## src/inc/dbtu_regs.vh

```
`ifndef DBTU_REGS_VH
`define DBTU_REGS_VH

// ---------------------------------------------------------------
// vectors and constants
// ---------------------------------------------------------------
`define DBTU_VEC_STEP        8'h01
`define DBTU_VEC_BREAK       8'h03
`define DBTU_SWINT_BREAK_NUM 8'h03
`define DBTU_TRACE_BIT       8
`define DBTU_RESET_FETCH     32'hFFFF_FFF0
`define DBTU_NUM_BP          4

// ---------------------------------------------------------------
// control register layout
// ---------------------------------------------------------------
`define DBTU_CTL_L(i)        (2*(i))
`define DBTU_CTL_G(i)        (2*(i)+1)
`define DBTU_CTL_LE          8
`define DBTU_CTL_GE          9
`define DBTU_CTL_RW(i)       (16+4*(i))
`define DBTU_CTL_LEN(i)      (18+4*(i))
`define DBTU_CTL_RESET       32'h0000_0000

// ---------------------------------------------------------------
// access type and length encodings
// ---------------------------------------------------------------
`define DBTU_RW_EXEC         2'h0
`define DBTU_RW_WRITE        2'h1
`define DBTU_RW_RDWR         2'h3
`define DBTU_LEN_1           2'h0
`define DBTU_LEN_2           2'h1
`define DBTU_LEN_4           2'h3

// ---------------------------------------------------------------
// cause register layout
// ---------------------------------------------------------------
`define DBTU_CAUSE_STEP      14
`define DBTU_CAUSE_RESET     32'h0000_0000

`endif

```

## src/dbtu_bp_match.v

```verilog
`timescale 1ns/100ps

// ---------------------------------------------------------------
// one address breakpoint comparator
// ---------------------------------------------------------------
module dbtu_bp_match
(
  input  wire [31:0] bp_addr_in,
  input  wire [1:0]  bp_rw_in,
  input  wire [1:0]  bp_len_in,
  input  wire        bp_en_in,
  input  wire [31:0] lin_addr_in,
  input  wire        fetch_in,
  input  wire        data_rd_in,
  input  wire        data_wr_in,
  output wire        hit_out
);

  `include "dbtu_regs.vh"

  reg  [1:0] low_mask;
  wire       addr_eq;
  reg        type_ok;

  // length masks low address bits
  always @*
  begin
    case (bp_len_in)
      `DBTU_LEN_2: low_mask = 2'h1;
      `DBTU_LEN_4: low_mask = 2'h3;
      default:     low_mask = 2'h0;
    endcase
  end

  // linear address, pre-paging
  assign addr_eq = (bp_addr_in[31:2] == lin_addr_in[31:2]) &&
                   ((bp_addr_in[1:0] & ~low_mask) ==
                    (lin_addr_in[1:0] & ~low_mask)); // RULE8 RULE12

  always @*
  begin
    case (bp_rw_in)
      `DBTU_RW_EXEC:  type_ok = fetch_in;
      `DBTU_RW_WRITE: type_ok = data_wr_in;
      `DBTU_RW_RDWR:  type_ok = data_rd_in | data_wr_in;
      default:        type_ok = 1'b0; // RULE11
    endcase
  end

  assign hit_out = bp_en_in & type_ok & addr_eq; // RULE7 RULE11

endmodule // dbtu_bp_match

```

## src/dbtu_trap_unit.v

```verilog
// Notes on behaviour
// RULE1 - the one-byte break opcode traps to vector 3 like software int 3.
// RULE2 - int n is privilege checked in protected and v86 mode, break never.
// RULE3 - flags bit 8 set: vector 1 step trap after the next instruction.
// RULE4 - the step trap returns to the next unexecuted instruction.
// RULE5 - the step trap due right after a stack segment load is held off.
// RULE6 - six debug registers: four addresses, one cause and one control.
// RULE7 - each 32-bit address is compared with every fetch and data address.
// RULE8 - comparisons use linear addresses regardless of paging.
// RULE9 - reset disables all four breakpoints.
// RULE10 - after reset, fetch starts at FFFFFFF0H.
// RULE11 - type 00 execute, 01 write, 11 read or write, 10 never matches.
// RULE12 - length field selects 1, 2 or 4 bytes by masking low address bits.
// RULE13 - an enabled breakpoint hit, global or local, raises vector 1.
// RULE14 - a task switch clears local exact enable and keeps the global one.
// RULE15 - every vector 1 cause sets its own flag in the cause register.
`timescale 1ns/100ps

module dbtu_trap_unit
(
  input  wire        clk_in,
  input  wire        nrst_in,
  input  wire        instr_done_in,
  input  wire [31:0] next_ip_in,
  input  wire        op_break_in,
  input  wire        op_swint_in,
  input  wire [7:0]  swint_num_in,
  input  wire        prot_mode_in,
  input  wire        v86_mode_in,
  input  wire [1:0]  cpl_in,
  input  wire [1:0]  io_privilege_level_in,
  input  wire [31:0] processor_flags_word_in,
  input  wire        ss_load_in,
  input  wire        task_switch_in,
  input  wire [31:0] lin_addr_in,
  input  wire        fetch_in,
  input  wire        data_rd_in,
  input  wire        data_wr_in,
  input  wire [1:0]  reg_sel_in,
  input  wire [31:0] reg_wdata_in,
  input  wire        bp_addr_wr_in,
  input  wire        ctl_wr_in,
  input  wire        cause_wr_in,
  output reg  [31:0] bp_addr_rd_out,
  output wire [31:0] debug_control_reg_out,
  output wire [31:0] debug_cause_reg_out,
  output reg         exc_req_out,
  output reg  [7:0]  exc_vec_out,
  output reg         exc_fault_out,
  output reg  [31:0] return_code_pointer_out,
  output reg         gp_fault_out,
  output wire [31:0] fetch_start_out
);

  `include "dbtu_regs.vh"

  // ---------------------------------------------------------------
  // debug registers
  // ---------------------------------------------------------------
  reg  [31:0] bp_addr_q [0:`DBTU_NUM_BP-1]; // RULE6
  reg  [31:0] ctl_q;
  reg  [31:0] cause_q;
  reg  [31:0] ctl_d;
  reg  [31:0] cause_d;
  wire [3:0]  hit;
  wire [3:0]  exec_hit;
  wire [3:0]  data_hit;
  reg  [3:0]  data_pend_q;
  wire        step_due;
  wire        break_trap;
  wire        swint_priv_fail;
  integer     k;
  integer     j;

  function bp_active;
    input [31:0] ctl;
    input integer idx;
    begin
      bp_active = ctl[2*idx] | ctl[2*idx+1]; // RULE13
    end
  endfunction

  assign debug_control_reg_out = ctl_q;
  assign debug_cause_reg_out   = cause_q;
  assign fetch_start_out       = `DBTU_RESET_FETCH; // RULE10

  always @*
  begin
    bp_addr_rd_out = bp_addr_q[reg_sel_in];
  end

  // ---------------------------------------------------------------
  // comparators
  // ---------------------------------------------------------------
  genvar gi;
  generate
    for (gi = 0; gi < `DBTU_NUM_BP; gi = gi + 1)
    begin : g_bp
      dbtu_bp_match u_match
      (
        .bp_addr_in  (bp_addr_q[gi]),
        .bp_rw_in    (ctl_q[`DBTU_CTL_RW(gi)+1:`DBTU_CTL_RW(gi)]),
        .bp_len_in   (ctl_q[`DBTU_CTL_LEN(gi)+1:`DBTU_CTL_LEN(gi)]),
        .bp_en_in    (bp_active(ctl_q, gi)),
        .lin_addr_in (lin_addr_in),
        .fetch_in    (fetch_in),
        .data_rd_in  (data_rd_in),
        .data_wr_in  (data_wr_in),
        .hit_out     (hit[gi])
      ); // RULE7
      assign exec_hit[gi] = hit[gi] &
        (ctl_q[`DBTU_CTL_RW(gi)+1:`DBTU_CTL_RW(gi)] == `DBTU_RW_EXEC);
      assign data_hit[gi] = hit[gi] & ~exec_hit[gi];
    end
  endgenerate

  // ---------------------------------------------------------------
  // trap decisions
  // ---------------------------------------------------------------
  // no step trap on the boundary right after a stack segment load;
  // the flag still set traps after the following instruction
  assign step_due = instr_done_in & ~ss_load_in &
    processor_flags_word_in[`DBTU_TRACE_BIT]; // RULE3 RULE5
  // one-byte break never checks privilege
  assign break_trap = instr_done_in & op_break_in; // RULE1 RULE2
  assign swint_priv_fail = instr_done_in & op_swint_in &
    (v86_mode_in ? (io_privilege_level_in != 2'h3) :
     prot_mode_in & (cpl_in > io_privilege_level_in)); // RULE2

  // ---------------------------------------------------------------
  // state
  // ---------------------------------------------------------------
  always @*
  begin
    ctl_d   = ctl_q;
    cause_d = cause_q;
    if (ctl_wr_in)
      ctl_d = reg_wdata_in;
    if (task_switch_in)
      ctl_d[`DBTU_CTL_LE] = 1'b0; // RULE14
    if (cause_wr_in)
      cause_d = reg_wdata_in;
    // hardware set wins over software write
    for (k = 0; k < `DBTU_NUM_BP; k = k + 1)
      if (exec_hit[k] | (instr_done_in & data_pend_q[k]))
        cause_d[k] = 1'b1; // RULE15
    if (step_due)
      cause_d[`DBTU_CAUSE_STEP] = 1'b1; // RULE15
  end

  always @(posedge clk_in)
  begin
    if (!nrst_in)
    begin
      for (j = 0; j < `DBTU_NUM_BP; j = j + 1)
        bp_addr_q[j] <= 32'h0000_0000;
      ctl_q        <= `DBTU_CTL_RESET; // RULE9
      cause_q      <= `DBTU_CAUSE_RESET;
      data_pend_q  <= 4'h0;
      exc_req_out  <= 1'b0;
      exc_vec_out  <= 8'h00;
      exc_fault_out <= 1'b0;
      gp_fault_out <= 1'b0;
      return_code_pointer_out <= 32'h0000_0000;
    end
    else
    begin
      if (bp_addr_wr_in)
        bp_addr_q[reg_sel_in] <= reg_wdata_in;
      ctl_q   <= ctl_d;
      cause_q <= cause_d;
      // data hits report after the instruction completes
      data_pend_q <= instr_done_in ? data_hit : (data_pend_q | data_hit);
      gp_fault_out <= swint_priv_fail;
      exc_req_out  <= 1'b0;
      exc_fault_out <= 1'b0;
      if (|exec_hit)
      begin
        exc_req_out   <= 1'b1;
        exc_vec_out   <= `DBTU_VEC_STEP; // RULE13
        exc_fault_out <= 1'b1;
        return_code_pointer_out <= lin_addr_in;
      end
      else if (step_due | (instr_done_in & |data_pend_q))
      begin
        exc_req_out <= 1'b1;
        exc_vec_out <= `DBTU_VEC_STEP; // RULE3 RULE13
        return_code_pointer_out <= next_ip_in; // RULE4
      end
      else if (break_trap |
               (instr_done_in & op_swint_in & ~swint_priv_fail &
                swint_num_in == `DBTU_SWINT_BREAK_NUM))
      begin
        exc_req_out <= 1'b1;
        exc_vec_out <= `DBTU_VEC_BREAK; // RULE1
        return_code_pointer_out <= next_ip_in; // RULE4
      end
    end
  end

endmodule // dbtu_trap_unit

```

## config.mk

```make
export PLATFORM = sky130hd
export DESIGN_NAME = dbtu_trap_unit
export DESIGN_NICKNAME = d
export VERILOG_FILES = /design/src/dbtu_bp_match.v /design/src/dbtu_trap_unit.v
export VERILOG_INCLUDE_DIRS = /design/src /design/src/inc
export SDC_FILE = /design/constraint.sdc
export NUM_CORES = 1
export LEC_CHECK = 0
export ABC_CLOCK_PERIOD_IN_PS = 5000
export CAP_MARGIN = 10
export CORE_ASPECT_RATIO = 1.2
export CORE_UTILIZATION = 30
export DETAILED_ROUTE_END_ITERATION = 10
export DONT_BUFFER_PORTS = 1
export HOLD_SLACK_MARGIN = 0.1
export SLEW_MARGIN = 20
export SYNTH_ARGS = -nofsm -noshare
export SYNTH_HDL_FRONTEND = slang
export SYNTH_SLANG_ARGS = --single-unit
```

## constraint.sdc

```tcl
create_clock -name clk_in -period 5 [get_ports clk_in]
set_input_delay 1 -clock clk_in [delete_from_list [all_inputs] [get_ports clk_in]]
set_output_delay 1 -clock clk_in [all_outputs]
set_load 0.03 [all_outputs]
```

[Word level (Yosys, flattened, before mapping)]
Memories as Yosys holds them, arrays and structs flattened.
Cells that the tools add are included.
Storage, ports and cells
  RAM bits: 128
  flip-flop bits (word level): 105
  logic and storage cells: 155
  output and inout bits: 171
  memories: 1
  bits of input ports: 157
Operators by class
  reduce and logical (&&, ||, !) cells: 19
  bitwise gates (word level): 60
  magnitude comparators: 1
  mux-type cells: 33
  equality and inequality tests: 26
Memory list
  bp_addr_q: words 4, width 32, read ports 5, clocked after Yosys merged registers in 0, write ports 4, line dbtu_trap_unit.v:60  | reg [31:0] bp_addr_q [0:`DBTU_NUM_BP-1];
Operator list (number)
  two-way mux 32 bit: 4
  == test 30 bit: 4
  OR reduction 32 bit: 1
  bitwise AND 1 bit: 29
  two-way mux 1 bit: 18
  bitwise AND 2 bit: 8
  == test 2 x 1 -> 1 bit, second input constant: 8
  == test 2 bit, second input constant: 8
  one-hot mux 2 bit (2 select lines): 4
  two-way mux 15 bit: 1
  one-hot mux 1 bit (3 select lines): 4
  OR 1 bit: 11
  nonzero test 2 bit: 5
  == test 2 bit: 4
  == test 8 x 2 -> 1 bit, second input constant: 1
  logical NOT 2 bit: 4
  NOT 2 bit: 4
  OR reduction 4 bit: 2
  NOT 1 bit: 7
  OR reduction 6 bit: 1
  logical AND 1 bit: 4
  two-way mux 4 bit: 1
  OR 4 bit: 1
  nonzero test 3 bit: 1
  4 further kinds: 4

[Logic depth before layout (Yosys ltp)]
Gate-level depths: netlist (run 1).
  depth after elaboration: 12
  depth in mapped cells: 10
  depth with buffers taken out: 8

[Hierarchy]
From an unflattened synthesis (run 1), not the netlist that was laid out.
Second synthesis, totals
  cells, all modules: 976
  area total of the unflattened synthesis: 11882.6 um^2
Modules (own cells, without submodules)
  dbtu_trap_unit: cells an instance 780, area an instance 10296.1 um^2, seq. area each 5945.7 um^2, instances 1
  dbtu_bp_match: cells an instance 49, area an instance 396.6 um^2, seq. area each 0.0 um^2, instances 4

[Least setup slack after synthesis (run 1)]
OpenSTA, ideal clock, no wires.
  path kind: input-to-output
  start: input port reg_sel_in[0]
  end: output port bp_addr_rd_out[10]
  stages: 3
  arrival: 2.546 ns
  data required time: 4.000 ns
  path buffers: 2
  slack: 1.454 ns
  cells stage by stage: clkbuf_1 buf_1 mux4_2
Between the ends
  word-level cells in the longest chain between the ends: 1
Ends and longest elaborated chain
  start, declared: line dbtu_trap_unit.v:39  | input wire [1:0] reg_sel_in,
  memory read (4 x 32 bit)
  end, declared: line dbtu_trap_unit.v:44  | output reg [31:0] bp_addr_rd_out,
Every way passes these cells.

[Worst setup path after layout (run 1)]
  start: input port lin_addr_in[27]
  end: register return_code_pointer_out[7]
Between the ends
  word-level cells in the longest chain between the ends: 6
  elaborated cells between the ends (all ways): 19
  those cells by class: eq/ne: 4; mux: 1; bitwise: 8; reduce/logical: 6
Ends and longest elaborated chain
  start, declared: line dbtu_trap_unit.v:35  | input wire [31:0] lin_addr_in,
  == test 30 bit: line dbtu_bp_match.v:36  | assign addr_eq = (bp_addr_in[31:2] == lin_addr_in[31:2]) &&
  logical AND 1 bit: line dbtu_bp_match.v:36
  bitwise AND 1 bit: line dbtu_bp_match.v:50  | assign hit_out = bp_en_in & type_ok & addr_eq;
  bitwise AND 1 bit: line dbtu_trap_unit.v:111  | assign exec_hit[gi] = hit[gi] &
  OR reduction 4 bit *: line dbtu_trap_unit.v:177  | if (|exec_hit)
  nonzero test 3 bit (no line) or two-way mux 32 bit (tied branches)
  end signal, assigned: line dbtu_trap_unit.v:182  | return_code_pointer_out <= lin_addr_in;
  end signal, assigned: line dbtu_trap_unit.v:188  | return_code_pointer_out <= next_ip_in;
  end signal, assigned: line dbtu_trap_unit.v:196  | return_code_pointer_out <= next_ip_in;
  end, declared: line dbtu_trap_unit.v:50  | output reg [31:0] return_code_pointer_out,
Every way passes the cells marked *; elsewhere a longest branch is shown, timed or not.
A chain may end at the register's enable or synchronous reset.

==> flow_summary.json, run 1 <==
{
  "vias_per_cell": 5.22,
  "worst_slack_ps": 2100,
  "synth_top_flop_cell": "edfxtp_1",
  "p_int_uw": 3460,
  "initial_core_util_pct": 30.6,
  "dp_hpwl_um": 33600,
  "drv_slew": 0,
  "slew_headroom_pct": 31.5,
  "wl_per_cell_um": 28.4,
  "sw_frac_of_total_pct": 29.0,
  "crit_start": "lin_addr_in[27]",
  "avgSynthCellArea_um2": 11.6,
  "grt_pass1_wl_um": 62700,
  "skew_ps": 17.3,
  "path_cells": "xnor2_1 > nand4_1 > nor4_1 > nand4_1 > nand4_1 > buf_4 > mux2_2",
  "postCtsHoldBufs": 0,
  "grt_max_degree": 175,
  "tightestPinTransition_ps": 1020,
  "hold_path_depth": 1,
  "leakage_uw": 0.00508,
  "ys.warnings.count": 0,
  "seq_power_share_pct": 48.8,
  "place_congestion": 0.948,
  "grt.overflow.total": 0,
  "cp_num_cells": 7,
  "layout_commonest_cell": "and2_1",
  "ctsResizeCount": 0,
  "grt_pass1_vias": 8362,
  "power.density_mw_per_mm2": 359,
  "min_period_over_period_pct": 58.1,
  "pwr-share-clk_pct": 37.5,
  "clockBufferDepth": 3,
  "cts_tree": "yes",
  "num_rows": 81,
  "ys_seq_elements": 233,
  "pre_cts_ws_ps": 1580,
  "vdd_ir_drop_max_uv": 276,
  "cts_max_level": 1,
  "drt-initial-drc-count": 479,
  "ios": 328,
  "drive_above_1_share_pct": 11.3,
  "ys_seq_area_share_pct": 47.4,
  "area_growth_pct": 8.20,
  "start_kind": "input pin",
  "critPathCaptureType": "flop",
  "final_cell_mix": "130 x and2_1, 128 x xnor2_1, 128 x edfxtp_1",
  "cts_setup_buffers": 0,
  "io_buffers": 0,
  "synth_edf_count": 128,
  "reg2regPathDepth": 7,
  "cts-root-buf": "clkbuf_16",
  "finalSetupViolCount": 0,
  "slowest_stage": "xnor2_1",
  "path_clk_slew_ps": 60,
  "crit_family": "simple AND/OR/NAND/NOR gates",
  "synth_cells": 1083,
  "cp.required_ps": 5430,
  "reg2reg_from": "bp_addr_q[2][27]$_SDFFCE_PN0P_",
  "fmax_mhz": 344,
  "crit_buf_inv": 1,
  "fin_crit_ps": 2900,
  "cpMostUsedCell": "nand4_1",
  "cp-endpoint": "return_code_pointer_out[7]$_SDFFE_PN0P_",
  "hp-class": "input pin to flop",
  "async_reset_ff_share_pct": 0,
  "setup-tns-final_ps": 0,
  "timing.rr.end": "return_code_pointer_out[7]$_SDFFE_PN0P_",
  "cts_made_buffers": 26,
  "fin_hold_ws_ps": 531,
  "die_area_mm2": 0.0426,
  "critPathKind": "input pin to flop",
  "die_x_um": 189,
  "crit_arrival_ps": 3330,
  "final_nets": 1181,
  "p_comb_share_pct": 13.8,
  "critPathMaxStageDelay_ps": 440,
  "finalWirelength_um": 44800,
  "antenna_left": 0,
  "p_switching_uw": 1420,
  "first_pass_iters": 5,
  "path_max_fanout": 32,
  "core_mm2": 0.0409,
  "vias": 8256,
  "clk_latency_ps": 550,
  "synth_cell_types": 41,
  "num_antenna_cells": 0,
  "die_h_um": 226,
  "grt_usage_pct": 20.7,
  "drc_errors": 0,
  "timing_hold_violations_final": 0,
  "clock-sinks": 233,
  "rsz0062_at_grt": "false",
  "antenna_found_initial": 1,
  "synthesis.area_mm2": 0.0125,
  "status": "finished, final reports clean",
  "cap_violations": 0,
  "r2r_slack_ps": 2130
}
-- kinds of logic (layout without fill, tap and decap cells) --
logic type	after synthesis	after routing	synth area share [%]
AND/OR/NAND/NOR	352	352	17.2
flip-flops	233	233	47.4
buffers and inverters	139	62	5.58
XOR/XNOR	128	128	8.94
multiplexers	124	124	13.4
AO/OA/AOI/OAI	103	103	7.19
adder cells (fa/ha/maj)	2	2	0.200
other	2	38	0.0599
-- per-stage QoR --
stage                     power (uW)  cell area, um^2  utilization, %  cells
after floorplan                 2960            12700               -   1119
after global placement          3090            12800            31.2   1533
after detailed placement        3090            12800            31.2   1533
after CTS                       4930            13600            33.1   1581
after global routing            5040            13600            33.1   1581
final                           4880            13600            33.1   1581
-- flip-flops by register name, summed over array words and instances, names as in the netlist --
signal and cells:
bp_addr_q 128, debug_cause_reg_out 32, debug_control_reg_out 32, return_code_pointer_out 32, data_pend_q 4, exc_vec_out 2
exc_fault_out 1, exc_req_out 1, gp_fault_out 1
-- cells in the mapped netlist (2+ instances only) --
cell         n  share of area (%)
and2_1     130                6.5
edfxtp_1   128                 31
xnor2_1    128                8.9
dfxtp_1    105                 17
clkbuf_1    79                2.4
nor2b_1     66                3.3
mux2i_1     60                4.8
nand4_1     54                2.7
buf_4       39                2.3
a211o_1     32                2.2
and3_1      32                1.6
mux2_2      32                2.9
mux4_2      32                5.7
o211a_1     32                2.6
nor4_1      18               0.90
nand3_1     14               0.56
nor2_1      12               0.36
nor3b_1     10               0.60
o2111ai_1   10               0.70
a21oi_1      9               0.36
buf_1        7               0.21
buf_2        7               0.28
nand2_1      7               0.21
a21boi_0     5               0.30
a221oi_1     4               0.28
inv_1        4               0.12
nand2b_1     4               0.20
o21a_1       4               0.24
buf_6        3               0.27
a21o_1       2               0.12
conb_1       2              0.060
ha_1         2               0.20
nand3b_1     2               0.12
-- layout make-up --
cell class	count	area, um^2
inverters	4	15.0
fillers	4094	27400
clock inverters	10	53.8
well taps	539	674
flip-flops and latches	233	5950
clock buffers	38	747
multi-input cells	747	6060
repair buffers	10	75.1
-- worst reg2reg max path: cells and delay by family, from the launching register on --
family        cells  cell delay [ps]
simple gates      4             1030
xor+xnor          1              470
buf+inv           1              430
mux               1              420
flops             1              400
-- how the worst min path moves through the flow --
stage / start / to / slack [ps]
2_1_floorplan: data_pend_q[1]$_SDFF_PN0_ / debug_cause_reg_out[1]$_SDFFE_PN0P_ / 560
3_3_place_gp: data_pend_q[0]$_SDFF_PN0_ / debug_cause_reg_out[0]$_SDFFE_PN0P_ / 590
3_5_place_dp: data_pend_q[1]$_SDFF_PN0_ / data_pend_q[1]$_SDFF_PN0_ / 610
4_1_cts: task_switch_in / debug_control_reg_out[8]$_SDFFE_PP0P_ / 510
5_1_grt: task_switch_in / debug_control_reg_out[8]$_SDFFE_PP0P_ / 510
6_report: task_switch_in / debug_control_reg_out[8]$_SDFFE_PP0P_ / 530
-- per-layer routing --
| metal | global-route usage, % | up-vias | routed length, um |
|---|---|---|---|
| met2 | 36.6 | 323 | 22700 |
| met1 | 24.6 | 4154 | 17700 |
| met3 | 4.52 | 53 | 3080 |
| met5 | 0 | - | 0 |
| li1 | - | 3726 | - |
| met4 | 7.10 | 0 | 1400 |
-- power groups by stage --
stage,logic (uW),registers (uW),clock network [uW]
detailed placement,674,2420,0
CTS,677,2380,1870
global placement,674,2410,0
global route,707,2390,1940
floorplan,589,2370,0
finish,671,2380,1830
Note: power is estimated with default switching activity, not from simulation.
==> run 2, diff against run 1 <==
--- a/config.mk
+++ b/config.mk
@@ -6,7 +6,8 @@
 export SDC_FILE = /design/constraint.sdc
 export NUM_CORES = 1
 export LEC_CHECK = 0
-export ABC_CLOCK_PERIOD_IN_PS = 5000
+export ABC_AREA = 1
+export ABC_CLOCK_PERIOD_IN_PS = 2900
 export CAP_MARGIN = 10
 export CORE_ASPECT_RATIO = 1.2
 export CORE_UTILIZATION = 30
==> constraint.sdc (replaced) <==
create_clock -name clk_in -period 2.9 [get_ports clk_in]
set_input_delay 0.58 -clock clk_in [delete_from_list [all_inputs] [get_ports clk_in]]
set_output_delay 0.58 -clock clk_in [all_outputs]
set_load 0.03 [all_outputs]
==> run 2 against run 1 <==
Against the previous run: power up 78%; sequential cell count unchanged; die area up 0.95%; highest routed layer unchanged; setup slack worse by 1600 ps; synthesized cell count up 59%; critical endpoint is now return_code_pointer_out[15]$_SDFFE_PN0P_; combinational power up 89%.
==> flow_summary.json, run 2 <==
{
  "fmax_mhz": 415,
  "num_rows": 82,
  "finalWirelength_um": 45500,
  "vias_per_cell": 4.80,
  "min_period_over_period_pct": 83.1,
  "async_reset_ff_share_pct": 0,
  "area_growth_pct": 12.6,
  "drc_errors": 0,
  "sw_frac_of_total_pct": 30.3,
  "num_antenna_cells": 0,
  "vias": 11044,
  "dp_hpwl_um": 33100,
  "ios": 328,
  "p_switching_uw": 2620,
  "power.density_mw_per_mm2": 607,
  "layout_commonest_cell": "nor2_1",
  "grt_pass1_vias": 10321,
  "initial_core_util_pct": 30.4,
  "tightestPinTransition_ps": 832,
  "synth_top_flop_cell": "edfxtp_1",
  "timing_hold_violations_final": 0,
  "clock-sinks": 233,
  "yosysTopAreaCell": "edfxtp_1",
  "io_buffers": 0,
  "cts_max_level": 1,
  "status": "finished, final reports clean",
  "path_cells": "xnor2_1 > nand2_1 > nor2_1 > nand2_1 > nor2_1 > nand3_1 > nand2_1 > inv_1 > nand2_2 > buf_12 > nor2_1 > nor2_1 > nor2_1",
  "min-delay-start": "ctl_wr_in",
  "setup-tns-final_ps": 0,
  "die_h_um": 227,
  "synth_most_common_cell": "nor2_1",
  "path_clk_slew_ps": 70,
  "cts-root-buf": "clkbuf_16",
  "cts_tree": "yes",
  "largest_reg_flops": 128,
  "postCtsHoldBufs": 4,
  "critPathMaxStageDelay_ps": 400,
  "die_x_um": 190,
  "hp-class": "input pin to flop",
  "rsz0062_at_grt": "false",
  "cts_made_buffers": 26,
  "grt_max_degree": 99,
  "synthesis.area_mm2": 0.0127,
  "critPathCaptureType": "flop",
  "crit_start": "bp_addr_q[0][8]$_SDFFCE_PN0P_",
  "synth_top_area_share_pct": 30.4,
  "synthTopCellsByArea": "edfxtp_1 30%, dfxtp_1 17%, nor2_1 10%",
  "cpMostUsedCell": "nor2_1",
  "final_nets": 1892,
  "slowest_stage": "edfxtp_1",
  "leakage_uw": 0.00653,
  "cp.required_ps": 3340,
  "drt-initial-drc-count": 896,
  "ys_seq_elements": 233,
  "critPathKind": "flop to flop",
  "grt_pass1_wl_um": 65700,
  "first_pass_iters": 5,
  "cap_violations": 0,
  "p_comb_share_pct": 14.6,
  "slew_headroom_pct": 44.4,
  "r2r_slack_ps": 490,
  "finalSetupViolCount": 0,
  "start_kind": "flop",
  "synth_edf_count": 128,
  "clk_latency_ps": 560,
  "reg2reg_from": "bp_addr_q[0][8]$_SDFFCE_PN0P_",
  "seq_power_share_pct": 47.2,
  "core_mm2": 0.0417,
  "postPlaceCellArea_mm2": 0.0134,
  "vdd_ir_drop_max_uv": 384,
  "grt_usage_pct": 20.6,
  "drv_slew": 0,
  "synth_commonest_cells": "352 x nor2_1, 327 x nand2_1, 211 x inv_1",
  "wl_per_cell_um": 19.8,
  "ys.warnings.count": 0,
  "avgSynthCellArea_um2": 7.36,
  "pwr-share-clk_pct": 38.1,
  "final_cell_mix": "352 x nor2_1, 327 x nand2_1, 209 x inv_1",
  "cts_setup_buffers": 0,
  "clockBufferDepth": 3,
  "place_congestion": 0.865,
  "skew_ps": 24.4,
  "top_register": "bp_addr_q",
  "synth_cells": 1720,
  "ctsResizeCount": 0,
  "fin_crit_ps": 2410,
  "crit_arrival_ps": 2850,
  "grt.overflow.total": 0,
  "fin_area_mm2": 0.0143,
  "fillCellCount": 4431,
  "antenna_left": 0,
  "synth_cell_types": 33,
  "p_int_uw": 6030,
  "ys_seq_area_share_pct": 47.0,
  "antenna_found_initial": 0,
  "drive_above_1_share_pct": 11.4,
  "die_area_mm2": 0.0430,
  "path_max_fanout": 34
}
-- run 2: critical path: cells and delay by family, from the launching register on --
family	cells	cell delay [ps]
XOR/XNOR	1	360
AND/OR/NAND/NOR	10	1250
buffers and inverters	2	270
flip-flops	1	400
-- run 2: cell type report --
cell class | instances | area, um^2 | share of cell area [%]
Multi-Input combinational cell | 1167 | 5300 | 37.2
Timing Repair Buffer | 68 | 608 | 4.27
Sequential cell | 233 | 5950 | 41.7
Clock inverter | 9 | 71.3 | 0.500
Clock buffer | 39 | 761 | 5.34
Tap cell | 546 | 683 | 4.79
Inverter | 237 | 890 | 6.24
-- run 2: per-layer routing --
layer / up-vias / part of all wire (%) / track usage, %
li1: 5351 / - / -
met1: 5081 / 41 / 25.9
met2: 534 / 46 / 34.1
met3: 78 / 9.1 / 4.76
met4: 0 / 3.8 / 8.27
met5: - / 0 / 0
-- run 2: kinds of logic after synthesis --
kind of cell	count (synthesis)	share of synthesized area [%]
and+or+nand+nor	811	26.6
AOI/OAI and AO/OA	281	11.4
other	2	0.0593
buffers and inverters	356	12.3
DFF	233	47.0
adders and majority gates	2	0.198
xor gates and xnor gates	35	2.42
-- run 2: power groups by stage --
stage | clock [uW] | sequential [uW] | combinational (uW)
after floorplan | 0 | 4120 | 926
after global placement | 0 | 4150 | 1240
after detailed placement | 0 | 4160 | 1260
after CTS | 3360 | 4090 | 1270
after global routing | 3470 | 4120 | 1400
final | 3300 | 4090 | 1270
-- run 2: path summary, 6_finish.rpt --
path	to	depth (start not counted)
setup / recovery	return_code_pointer_out[15]$_SDFFE_PN0P_	13
hold / removal	debug_control_reg_out[16]$_SDFFE_PN0P_	1
setup reg to reg	return_code_pointer_out[15]$_SDFFE_PN0P_	13
hold reg to reg	data_pend_q[2]$_SDFF_PN0_	2
-- run 2: metrics by stage --
| stage | setup WS, ps | utilization, % | power [uW] | cells | hold slack [ps] |
|---|---|---|---|---|---|
| 2_1_floorplan | 404 | - | 5040 | 1756 | 457 |
| 3_3_place_gp | 246 | 32.1 | 5390 | 2247 | 475 |
| 3_5_place_dp | 228 | 32.1 | 5420 | 2247 | 480 |
| 4_1_cts | 513 | 34.2 | 8710 | 2299 | 101 |
| 5_1_grt | 310 | 34.2 | 8980 | 2299 | 105 |
| 6_report | 490 | 34.2 | 8650 | 2299 | 125 |
